File: src/core/ccp_pkg.sv
// Shared constants and types for the capture/compare/PWM unit
package ccp_pkg;

   // =====================================================
   // Bus and register map (index, byte address = index * 4)
   localparam int ADDR_W = 10;
   localparam int UNITS = 2;
   localparam logic [7:0] IDX_PORT = 8'h07;
   localparam logic [7:0] IDX_DIR = 8'h87;
   localparam logic [7:0] IDX_TMR_L = 8'h0e;
   localparam logic [7:0] IDX_TMR_H = 8'h0f;
   localparam logic [7:0] IDX_TMR_CTL = 8'h10;
   localparam logic [7:0] IDX_FLAG [UNITS] = '{8'h0c, 8'h0d};
   localparam logic [7:0] IDX_CAP_L [UNITS] = '{8'h15, 8'h1b};
   localparam logic [7:0] IDX_CAP_H [UNITS] = '{8'h16, 8'h1c};
   localparam logic [7:0] IDX_CTL [UNITS] = '{8'h17, 8'h1d};

   // =====================================================
   // Field positions and reset values
   localparam logic [2:0] FLAG_BIT [UNITS] = '{3'h2, 3'h0};
   localparam logic [2:0] PIN_BIT [UNITS] = '{3'h2, 3'h1};
   localparam int TMR_RUN_BIT = 0;
   localparam int CTL_W = 6;
   localparam logic [CTL_W-1:0] CTL_RST = 6'h00;
   localparam logic [7:0] DIR_RST = 8'hff;
   localparam logic [15:0] TMR_RST = 16'h0000;
   localparam logic [3:0] PRE4_LAST = 4'h3;
   localparam logic [3:0] PRE16_LAST = 4'hf;

   // =====================================================
   // Mode codes of mode_select_field
   typedef enum logic [3:0] {
      MODE_OFF = 4'h0,
      MODE_CAP_FALL = 4'h4,
      MODE_CAP_RISE = 4'h5,
      MODE_CAP_RISE4 = 4'h6,
      MODE_CAP_RISE16 = 4'h7,
      MODE_CMP_SET = 4'h8,
      MODE_CMP_CLR = 4'h9,
      MODE_CMP_SOFT = 4'ha,
      MODE_CMP_SPECIAL = 4'hb
   } mode_e;

   // Bus answer state
   typedef enum logic {
      BUS_WAIT = 1'b0,
      BUS_DONE = 1'b1
   } bus_state_e;

   // Events raised by one unit
   typedef struct packed {
      logic cap;
      logic match;
      logic set_pin;
      logic clr_pin;
      logic special;
   } unit_evt_s;

endpackage

File: src/core/cc_unit.sv
// One capture/compare channel: pin sampling, edge prescaler, match detect
`timescale 1ns/1ps
module cc_unit
   import ccp_pkg::*;
(
   // Clock and reset
   input wire logic pclk,
   input wire logic presetn,
   // Control
   input wire logic [3:0] mode,
   input wire logic pin_in,
   input wire logic [15:0] timer,
   input wire logic [15:0] cmp,
   // Events
   output unit_evt_s evt
);

   logic sync1_reg, sync2_reg, prev_reg, seen_reg, seen_next;
   logic [3:0] pre_reg, pre_next, mode_reg;
   logic rise, fall, eq;

   // =====================================================
   // Edge detection, prescaler and compare
   always_comb
   begin
      rise = sync2_reg & ~prev_reg;
      fall = ~sync2_reg & prev_reg;
      pre_next = pre_reg;
      evt = '0;
      unique case (mode)
         MODE_CAP_FALL: evt.cap = fall;
         MODE_CAP_RISE: evt.cap = rise;
         MODE_CAP_RISE4, MODE_CAP_RISE16:
         begin
            if (rise)
            begin
               if (pre_reg == (mode == MODE_CAP_RISE4 ? PRE4_LAST : PRE16_LAST))
               begin
                  evt.cap = 1'b1;
                  pre_next = '0;
               end
               else
               begin
                  pre_next = pre_reg + 4'h1;
               end
            end
         end
         default: pre_next = '0;
      endcase
      // Mode change restarts the edge count
      if (mode != mode_reg)
      begin
         pre_next = '0;
      end
      eq = (mode[3:2] == 2'b10) && (timer == cmp);
      seen_next = eq;
      evt.match = eq & ~seen_reg;
      evt.set_pin = evt.match && (mode == MODE_CMP_SET);
      evt.clr_pin = evt.match && (mode == MODE_CMP_CLR);
      evt.special = evt.match && (mode == MODE_CMP_SPECIAL);
   end

   // Registers; pin passes two flops before use
   always_ff @(posedge pclk or negedge presetn)
   begin
      if (!presetn)
      begin
         sync1_reg <= 1'b0;
         sync2_reg <= 1'b0;
         prev_reg <= 1'b0;
         pre_reg <= '0;
         mode_reg <= '0;
         seen_reg <= 1'b0;
      end
      else
      begin
         sync1_reg <= pin_in;
         sync2_reg <= sync1_reg;
         prev_reg <= sync2_reg;
         pre_reg <= pre_next;
         mode_reg <= mode;
         seen_reg <= seen_next;
      end
   end
endmodule

File: src/core/capture_compare_pwm_unit.sv
// Two-channel capture/compare/PWM block with timer and APB register slave
//
// What this block does
// - A capture copies the whole 16-bit timer count into the capture pair.
// - Modes capture on falling, rising, fourth rising or sixteenth rising edge.
// - Control bits 3:0 choose the capture event type.
// - Compare match sets flag; set, clear or leave the pin by mode.
// - Special event mode match sets flag and clears the timer.
// - Control bits 5:4 hold the duty low bits, unused outside PWM.
// - Control bits 7:6 always read zero.
// - A capture sets the capture flag at its flag bit.
// - A new capture overwrites the pair, losing the old value.
// - With the pin as output, a port write may cause a capture.
// - Changing capture mode may set the capture flag spuriously.
`timescale 1ns/1ps
module capture_compare_pwm_unit
   import ccp_pkg::*;
(
   // Clock and reset
   input wire logic pclk,
   input wire logic presetn,
   // APB slave
   input wire logic [ADDR_W-1:0] paddr,
   input wire logic psel,
   input wire logic penable,
   input wire logic pwrite,
   input wire logic [31:0] pwdata,
   input wire logic [3:0] pstrb,
   output logic [31:0] prdata,
   output logic pready,
   output logic pslverr,
   // Capture pins, one per unit
   input wire logic [UNITS-1:0] pin_in,
   output logic [UNITS-1:0] pin_out,
   output logic [UNITS-1:0] pin_oe
);

   // =====================================================
   // State
   bus_state_e bus_reg, bus_next;
   logic [31:0] prdata_reg, prdata_next;
   logic pslverr_reg, pslverr_next;
   logic [CTL_W-1:0] ctl_reg [UNITS];
   logic [CTL_W-1:0] ctl_next [UNITS];
   logic [15:0] cap_reg [UNITS];
   logic [15:0] cap_next [UNITS];
   logic [UNITS-1:0] flag_reg, flag_next, cmp_out_reg, cmp_out_next;
   logic [UNITS-1:0] pin_out_reg, pin_out_next, pin_oe_reg, pin_oe_next;
   logic [15:0] timer_reg, timer_next;
   logic run_reg, run_next;
   logic [7:0] port_reg, port_next, dir_reg, dir_next;
   unit_evt_s evt [UNITS];
   logic [7:0] idx;
   logic access, wr, rd, any_special;

   // Known register index
   function automatic logic reg_hit(input logic [7:0] i);
      logic h;
      h = (i == IDX_PORT) || (i == IDX_DIR) || (i == IDX_TMR_L) || (i == IDX_TMR_H)
         || (i == IDX_TMR_CTL);
      for (int u = 0; u < UNITS; u++)
      begin
         h = h || (i == IDX_FLAG[u]) || (i == IDX_CAP_L[u]) || (i == IDX_CAP_H[u])
            || (i == IDX_CTL[u]);
      end
      return h;
   endfunction

   // =====================================================
   // Channels
   for (genvar g = 0; g < UNITS; g++)
   begin : unit_gen
      cc_unit u_unit (
         .pclk(pclk),
         .presetn(presetn),
         .mode(ctl_reg[g][3:0]),
         .pin_in(pin_in[g]),
         .timer(timer_reg),
         .cmp(cap_reg[g]),
         .evt(evt[g])
      );
   end

   // =====================================================
   // APB handshake: answer one cycle into the access phase
   always_comb
   begin
      idx = paddr[ADDR_W-1:2];
      access = psel && penable;
      bus_next = (access && bus_reg == BUS_WAIT) ? BUS_DONE : BUS_WAIT;
      // Misaligned or unmapped writes are refused; misaligned reads return zero
      wr = access && bus_reg == BUS_DONE && pwrite && pstrb[0] && reg_hit(idx)
         && (paddr[1:0] == 2'b00);
      rd = access && bus_reg == BUS_WAIT && !pwrite && (paddr[1:0] == 2'b00);
      prdata_next = prdata_reg;
      pslverr_next = 1'b0;
      if (access && bus_reg == BUS_WAIT)
      begin
         pslverr_next = !reg_hit(idx) || (paddr[1:0] != 2'b00);
         prdata_next = '0;
      end
      // Read data mux
      if (rd)
      begin
         unique case (1'b1)
            idx == IDX_PORT: prdata_next[7:0] = port_reg;
            idx == IDX_DIR: prdata_next[7:0] = dir_reg;
            idx == IDX_TMR_L: prdata_next[7:0] = timer_reg[7:0];
            idx == IDX_TMR_H: prdata_next[7:0] = timer_reg[15:8];
            idx == IDX_TMR_CTL: prdata_next[TMR_RUN_BIT] = run_reg;
            default:
            begin
               for (int u = 0; u < UNITS; u++)
               begin
                  if (idx == IDX_FLAG[u])
                  begin
                     prdata_next[FLAG_BIT[u]] = flag_reg[u];
                  end
                  if (idx == IDX_CAP_L[u])
                  begin
                     prdata_next[7:0] = cap_reg[u][7:0];
                  end
                  if (idx == IDX_CAP_H[u])
                  begin
                     prdata_next[7:0] = cap_reg[u][15:8];
                  end
                  if (idx == IDX_CTL[u])
                  begin
                     prdata_next[7:0] = {2'b00, ctl_reg[u]};
                  end
               end
            end
         endcase
      end
   end

   // =====================================================
   // Timer, port and channel registers
   always_comb
   begin
      any_special = 1'b0;
      run_next = run_reg;
      port_next = port_reg;
      dir_next = dir_reg;
      timer_next = run_reg ? timer_reg + 16'h0001 : timer_reg;
      for (int u = 0; u < UNITS; u++)
      begin
         any_special = any_special | evt[u].special;
      end
      if (any_special)
      begin
         timer_next = TMR_RST;
      end
      if (wr && idx == IDX_TMR_L)
      begin
         timer_next[7:0] = pwdata[7:0];
      end
      if (wr && idx == IDX_TMR_H)
      begin
         timer_next[15:8] = pwdata[7:0];
      end
      if (wr && idx == IDX_TMR_CTL)
      begin
         run_next = pwdata[TMR_RUN_BIT];
      end
      if (wr && idx == IDX_PORT)
      begin
         port_next = pwdata[7:0];
      end
      if (wr && idx == IDX_DIR)
      begin
         dir_next = pwdata[7:0];
      end
      for (int u = 0; u < UNITS; u++)
      begin
         ctl_next[u] = ctl_reg[u];
         cap_next[u] = cap_reg[u];
         flag_next[u] = flag_reg[u];
         cmp_out_next[u] = cmp_out_reg[u];
         if (wr && idx == IDX_CTL[u])
         begin
            ctl_next[u] = pwdata[CTL_W-1:0];
         end
         if (wr && idx == IDX_CAP_L[u])
         begin
            cap_next[u][7:0] = pwdata[7:0];
         end
         if (wr && idx == IDX_CAP_H[u])
         begin
            cap_next[u][15:8] = pwdata[7:0];
         end
         // Capture wins over a software write
         if (evt[u].cap)
         begin
            cap_next[u] = timer_reg;
         end
         if (wr && idx == IDX_FLAG[u])
         begin
            flag_next[u] = pwdata[FLAG_BIT[u]];
         end
         // Set wins over clear
         if (evt[u].cap || evt[u].match)
         begin
            flag_next[u] = 1'b1;
         end
         if (evt[u].set_pin)
         begin
            cmp_out_next[u] = 1'b1;
         end
         if (evt[u].clr_pin)
         begin
            cmp_out_next[u] = 1'b0;
         end
         if (ctl_reg[u][3:0] == MODE_OFF)
         begin
            cmp_out_next[u] = 1'b0;
         end
         // Pin drive: compare output in set/clear modes, else port latch
         if (ctl_reg[u][3:0] == MODE_CMP_SET || ctl_reg[u][3:0] == MODE_CMP_CLR)
         begin
            pin_out_next[u] = cmp_out_next[u];
         end
         else
         begin
            pin_out_next[u] = port_next[PIN_BIT[u]];
         end
         pin_oe_next[u] = ~dir_next[PIN_BIT[u]];
      end
   end

   // Register all state
   always_ff @(posedge pclk or negedge presetn)
   begin
      if (!presetn)
      begin
         bus_reg <= BUS_WAIT;
         prdata_reg <= '0;
         pslverr_reg <= 1'b0;
         timer_reg <= TMR_RST;
         run_reg <= 1'b0;
         port_reg <= '0;
         dir_reg <= DIR_RST;
         flag_reg <= '0;
         cmp_out_reg <= '0;
         pin_out_reg <= '0;
         pin_oe_reg <= '0;
         for (int u = 0; u < UNITS; u++)
         begin
            ctl_reg[u] <= CTL_RST;
            cap_reg[u] <= '0;
         end
      end
      else
      begin
         bus_reg <= bus_next;
         prdata_reg <= prdata_next;
         pslverr_reg <= pslverr_next;
         timer_reg <= timer_next;
         run_reg <= run_next;
         port_reg <= port_next;
         dir_reg <= dir_next;
         flag_reg <= flag_next;
         cmp_out_reg <= cmp_out_next;
         pin_out_reg <= pin_out_next;
         pin_oe_reg <= pin_oe_next;
         for (int u = 0; u < UNITS; u++)
         begin
            ctl_reg[u] <= ctl_next[u];
            cap_reg[u] <= cap_next[u];
         end
      end
   end

   // Outputs straight from flops
   assign prdata = prdata_reg;
   assign pready = bus_reg == BUS_DONE;
   assign pslverr = pslverr_reg;
   assign pin_out = pin_out_reg;
   assign pin_oe = pin_oe_reg;
endmodule

File: config.mk
export PLATFORM = sky130hd
export DESIGN_NAME = capture_compare_pwm_unit
export DESIGN_NICKNAME = d
export VERILOG_FILES = /design/src/core/ccp_pkg.sv /design/src/core/cc_unit.sv /design/src/core/capture_compare_pwm_unit.sv
export SDC_FILE = /design/constraint.sdc
export NUM_CORES = 1
export LEC_CHECK = 0
export ABC_AREA = 1
export BUFFER_PORTS_ARGS = -buffer_cell sky130_fd_sc_hd__buf_2
export CAP_MARGIN = 20
export CORE_MARGIN = 4
export CORE_UTILIZATION = 31
export CTS_CLUSTER_DIAMETER = 150
export DETAILED_ROUTE_END_ITERATION = 8
export PLACE_DENSITY = 0.58
export SYNTH_ARGS = -nofsm -noshare
export SYNTH_HDL_FRONTEND = slang
export SYNTH_SLANG_ARGS = --single-unit
File: constraint.sdc
create_clock -name pclk -period 2.31 [get_ports pclk]
set_input_delay 0 -clock pclk [delete_from_list [all_inputs] [get_ports pclk]]
set_output_delay 0 -clock pclk [all_outputs]
set_load 0.005 [all_outputs]
After elaboration in Yosys (flattened, before gate mapping)

Index checks and enable logic that the tools add are counted.

Register bits after elaboration: 119
Latch bits: 0
Bits in writable memories: 0
Bits in read-only memories: 0
Input bits: 53
Output and inout bits: 38
Logic and storage cells: 212
Memories kept: 0

$add $sub $neg: 3
$mul: 0
Div/mod/pow operators: 0
Order comparisons: 0
Equality and inequality tests: 39
Shift-type cells: 0
Multiplexer cells: 54
Bitwise gates (word level): 16
Reductions and logical operators: 67

Operators by type and width:

| kind                  | count |
|---|---|
| $mux 8                | 14 |
| $mux 16               | 4 |
| $eq 8x5->1 const B    | 7 |
| $pmux 7 s5            | 1 |
| $eq 16x16->1          | 2 |
| $eq 4x3->1 const B    | 8 |
| $eq 8x4->1 const B    | 4 |
| $mux 4                | 8 |
| $logic_and 1x1->1     | 30 |
| $eq 4x4->1 const B    | 6 |
| $mux 1                | 20 |
| $logic_or 1x1->1      | 17 |
| $add 16x1->16 const B | 1 |
| $pmux 4 s2            | 2 |
| $reduce_bool 2->1     | 7 |
| $not 1->1             | 9 |
| $add 4x1->4 const B   | 2 |
| $eq 4x4->1            | 2 |
| $eq 8x3->1 const B    | 1 |
| $eq 8x8->1 const B    | 1 |
| $logic_not 4->1       | 2 |
| $ne 4x4->1            | 2 |
| $reduce_or 2->1       | 4 |
| $and 1x1->1           | 6 |
| other kinds (11)      | 19 |

Longest topological paths before layout

Depth after elaboration: 18
Gate-level depth with buffers: 17
Gate-level depth less buffers: 17

Cells and area by module

Synthesis repeated with hierarchy kept, for this count alone.

Cells, all modules: 1,083
Area, all modules: 7,744.9 um^2

By module, submodules not included:

| module                   | times used | cells each | area an instance (um^2) | seq. area each (um^2) |
|---|---|---|---|---|
| capture_compare_pwm_unit | 1          | 795        | 5,988.2                 | 2,387.3 |
| cc_unit                  | 2          | 144        | 878.3                   | 300.3 |

Worst setup path after synthesis

OpenSTA, ideal clock, no wires.

Path type: register to register
Start: register ctl_reg[3] (netlist bit)
End: register cap_reg[9] (netlist bit)
Setup time: 0.126 ns
Arrival: 1.837 ns
Data required time: 2.184 ns
Slack: 0.347 ns
Stages on the path, launching flop included: 14
Buffers on the path: 1
Period minus slack after synthesis: 1.963 ns
Cells stage by stage: dfrtp_1 -> inv_1 -> nand2_1 -> nor2_1 -> nand2_1 -> nand3_1 -> nand2_1 -> nand4_1 -> nand2_1 -> nor2_1 -> clkbuf_1 -> o21ai_0 -> nand2_1 -> o21ai_0

Cells in the longest elaborated chain, start to end: 7
Elaborated cells between the ends (all ways): 12
Those cells by class: eq/ne (5); mux (5); reduce/logical (2)

RTL lines:

| element                                      | line                            | RTL |
|---|---|---|
| from (decl)                                  | capture_compare_pwm_unit.sv:43  | `logic [CTL_W-1:0] ctl_reg [UNITS];` |
| from (signal, indexed assignment)            | capture_compare_pwm_unit.sv:268 | `ctl_reg[u] <= ctl_next[u];` |
| $eq 4x3->1                                   | cc_unit.sv:30, cc_unit.sv:37    |  |
| $mux 4                                       | cc_unit.sv:37                   | `if (pre_reg == (mode == MODE_CAP_RISE4 ? PRE4_LAST : PRE16_LAST))` |
| $eq 4x4->1                                   | cc_unit.sv:37                   |  |
| $mux 1                                       | cc_unit.sv:37                   |  |
| $mux 1                                       | cc_unit.sv:35                   | `if (rise)` |
| $pmux 1 s3 (*)                               | cc_unit.sv:30                   | `unique case (mode)` |
| $mux 16 or $reduce_bool 2->1 (tied branches) | n/a                             |  |
| to (signal, indexed assignment)              | capture_compare_pwm_unit.sv:269 | `cap_reg[u] <= cap_next[u];` |
| to (decl)                                    | capture_compare_pwm_unit.sv:45  | `logic [15:0] cap_reg [UNITS];` |

Mark *: on every way between the ends. The rest lies on a longest branch, timed or not.
A chain may end at the register's enable or synchronous reset.

Worst setup path in the final report

Start: register timer_reg[0]
End: register timer_reg[5]

Cells in the longest elaborated chain, start to end: 7
Elaborated cells between the ends (all ways): 14
Those cells by class: add/sub (1); eq/ne (2); mux (3); bitwise (3); reduce/logical (5)

RTL lines:

| element                                                               | line                            | RTL |
|---|---|---|
| from (decl)                                                           | capture_compare_pwm_unit.sv:49  | `logic [15:0] timer_reg, timer_next;` |
| from (signal assigned)                                                | capture_compare_pwm_unit.sv:258 | `timer_reg <= timer_next;` |
| parallel branches: the longest is 7 deep, another holds $add 16x1->16 | n/a                             |  |

Several ways; the timed one is not identified. The select of a mux whose other input is x is not followed.

==> results.md <==
* Status: completed
* PD cells at 526 nW/um2
* Crit path largest cell delay at 0.49 ns
* Synth Cell Area at 7860 um2
* Vias/cell at 4.98
* Most frequent cells in the layout: nand2_1, inv_1, dfrtp_1
* # setup viols final at 0
* Critical Path Source: timer_reg[0]$_DFFE_PN0P_
* Worst path bufs/invs at 2
* Crit-path cells: buf_4 -> xnor2_1 -> nand2_1 -> nor2_1 -> nand2_1 -> nor2_1 -> nand4_1 -> nand2_1 -> nor2_1 -> buf_4 -> nand3_1 -> nand3_1
* Post-route ant nets at 0
* Synth cell types at 43
* Crit start category: flop
* Slew Viols, Final at 0
* Post-Synth XOR/XNOR Area at 0.0424
* Core Rows at 58
* Core Footprint at 25000 um2
* Net Sw Power at 1.28 mW
* Hold Crit Class: in -> async
* Max_cap viols at 0
* DIE AREA at 28000 um2
* Slew headroom at 0.559
* Max reg flops at 32
* I/O pin count at 91
* Max VDD drop at 493 uV
* Initial antenna violation count at 0
* Multi-input logic area at 4090 um2
* Synth Area per Inst at 6.84 um2
* DRC Markers at 0
* Sequential power share at 0.416
* Clock Skews at 0.00786 ns
* Switching share of total power at 0.253
* Die Ht at 167 um
* Reg2reg start: timer_reg[0]$_DFFE_PN0P_
* Nets at 1317
* Htree depth at 4
* Top FF cell, synth: dfrtp_1
* Number of diodes at 0
* Clock Pin Slew Worst Setup and Hold Paths at 0.06 ns
* Clock network fraction of total power at 0.538
* CP Data Required Time at 2.61 ns
* Combinational family with the most area after synthesis: simple AND/OR/NAND/NOR gates
* CTS max path bufs at 2
* CTS tree: done
* Fin. Hold Viols at 0
* CP Max Fanout at 9
* Flops & latches, synth at 119
* Largest net degree at the start of global routing at 51
* Crit Path Class: reg -> reg
* Post-route cell area at 9590 um2
* FILL cells at 2658
* CP max stage cell: dfrtp_1
* Share of layout cells above drive strength 1 at 0.157
* Critical Path AT at 2.45 ns
* Min Clock Period, post-route at 2.15 ns
* Gpl congestion at 0.934
* Gr ovfl total at 0
* Complex-gate fraction of the synthesized area at 0.118
* Dpl hpwl at 21.7 mm
* Post-Synth Adder-Cell Area at 0.00478
* Post-synthesis mux area share at 0.00127
* Setup TNS at 0 ns
* Number of synthesized flops with an enable pin at 0
* Die X at 167 um
* Post-synthesis sequential area ratio at 0.380
* Final Cycle Share at 0.930
* FMAX at 0.465 GHz
* Yosys warnings at 0
* First-pass GRT wire length at 43.2 mm
* Tot GR Track Use at 0.200
* Tightest Pin Transition at 0.662 ns
* CTS root buf: clkbuf_16
* Inst Count DP at 1553
* Starting DRT DRC Count at 1002
* Worst skew pair latency at 0.43 ns
* DR WL/cell at 17.6 um
* Simple-gate share of the synthesized area at 0.340
* Post-synthesis async set-or-reset flop share at 1.00
* Synth Instances at 1148
* Initial Util at 0.314
* Total CTS buffers at 17
* Finished Layout Cells at 1604
* Total iterations of the first detailed-routing run at 5
* Register area at 2990 um2
* Final WL at 28.3 mm
* P_int at 3.77 mW
* Family with the most delay on the worst path: simple AND/OR/NAND/NOR gates
* Vias in the first global route at 7370
* # clock sinks at 119
* P_leak at 4.77 nW
* Setup crit end kind: flop
* Port buffer count at 39
* Comb power frac at 0.047
* Most common cell after layout, fill and taps aside: nand2_1
* Vias at 7991
* Dpl cell area at 8780 um2
* Area Growth Syn to Fin at 22.1%
## worst reg2reg max path: cells and delay by family, from the launching register on
kind / cells / cell delay, ns
AND/OR/NAND/NOR: 9 / 1.02
flip-flops: 1 / 0.49
buffers and inverters: 2 / 0.40
XOR/XNOR: 1 / 0.12
## stage by stage
step                      total power [mW]  setup WS [ns]   util  hold slack (ns)
after CTS                             5.08         0.0753  0.380            0.134
after floorplan                       2.25          0.347      -           -0.296
after detailed placement              2.35          0.129  0.351           0.0748
after global routing                  5.21      -0.000532  0.383            0.184
after global placement                2.35          0.133  0.351           0.0840
final                                 5.05          0.161  0.383            0.140
## power by group through the flow
stage / logic (mW) / registers [mW] / clock network, mW
floorplan: 0.112 / 2.14 / 0
global placement: 0.215 / 2.14 / 0
detailed placement: 0.215 / 2.14 / 0
CTS: 0.234 / 2.10 / 2.75
global route: 0.262 / 2.10 / 2.85
finish: 0.236 / 2.10 / 2.71
## path summary, 6_finish.rpt
kind                                                          end  slack (ns)  cells past startpoint
max                                      timer_reg[5]$_DFFE_PN0P_        0.16                     12
min                        unit_gen[0].u_unit.sync1_reg$_DFF_PN0_        0.14                      2
max reg2reg                              timer_reg[5]$_DFFE_PN0P_        0.16                     12
min reg2reg                unit_gen[1].u_unit.sync2_reg$_DFF_PN0_        0.35                      0
max in group asynchronous                timer_reg[3]$_DFFE_PN0P_        1.35                      3
min in group pclk                             prdata[6]$_DFF_PN0_        0.15                      6
## synthesized netlist by cell type, types with 15 or more instances
cell      count  share of area
a21oi_1      21          0.013
buf_2        15         0.0096
buf_4        27          0.026
clkbuf_1     15         0.0072
dfrtp_1     111           0.35
inv_1       139          0.066
nand2_1     352           0.17
nand3_1     103          0.066
nand4_1      27          0.021
nor2_1      104          0.050
o21ai_0      83          0.053
xnor2_1      21          0.023
xor2_1       17          0.019
## layer usage
layer | GRT usage | share of wire
met2 | 0.308 | 0.44
met5 | 0 | 0
met4 | 0.0737 | 0.039
met3 | 0.0406 | 0.075
met1 | 0.280 | 0.44
## area by class of cell
cell class                 count  share of cell area
multi-input combinational    849               0.427
sequential                   119               0.312
timing repair buffer         129              0.0984
inverter                     145              0.0579
clock buffer                  17              0.0444
tap                          330              0.0431
clock inverter                15              0.0177
## cell families (layout without fill, tap and decap cells)
logic type      Yosys count  count (layout)
compound gates          158             158
xor+xnor                 38              38
fa+ha+maj                 3               3
buf+inv                 203             306
flops                   119             119
mux                       1               1
other cells               1              24
simple gates            625             625
## timing repair
item | in CTS | in global routing
endpoints found under the hold margin | 73 | 0
resized for setup | 0 | 12
buffers inserted | 0 | 6
endpoints found under the setup margin | 0 | 38
hold buffers | 13 | 0
Note: power is estimated with default switching activity, not from simulation.
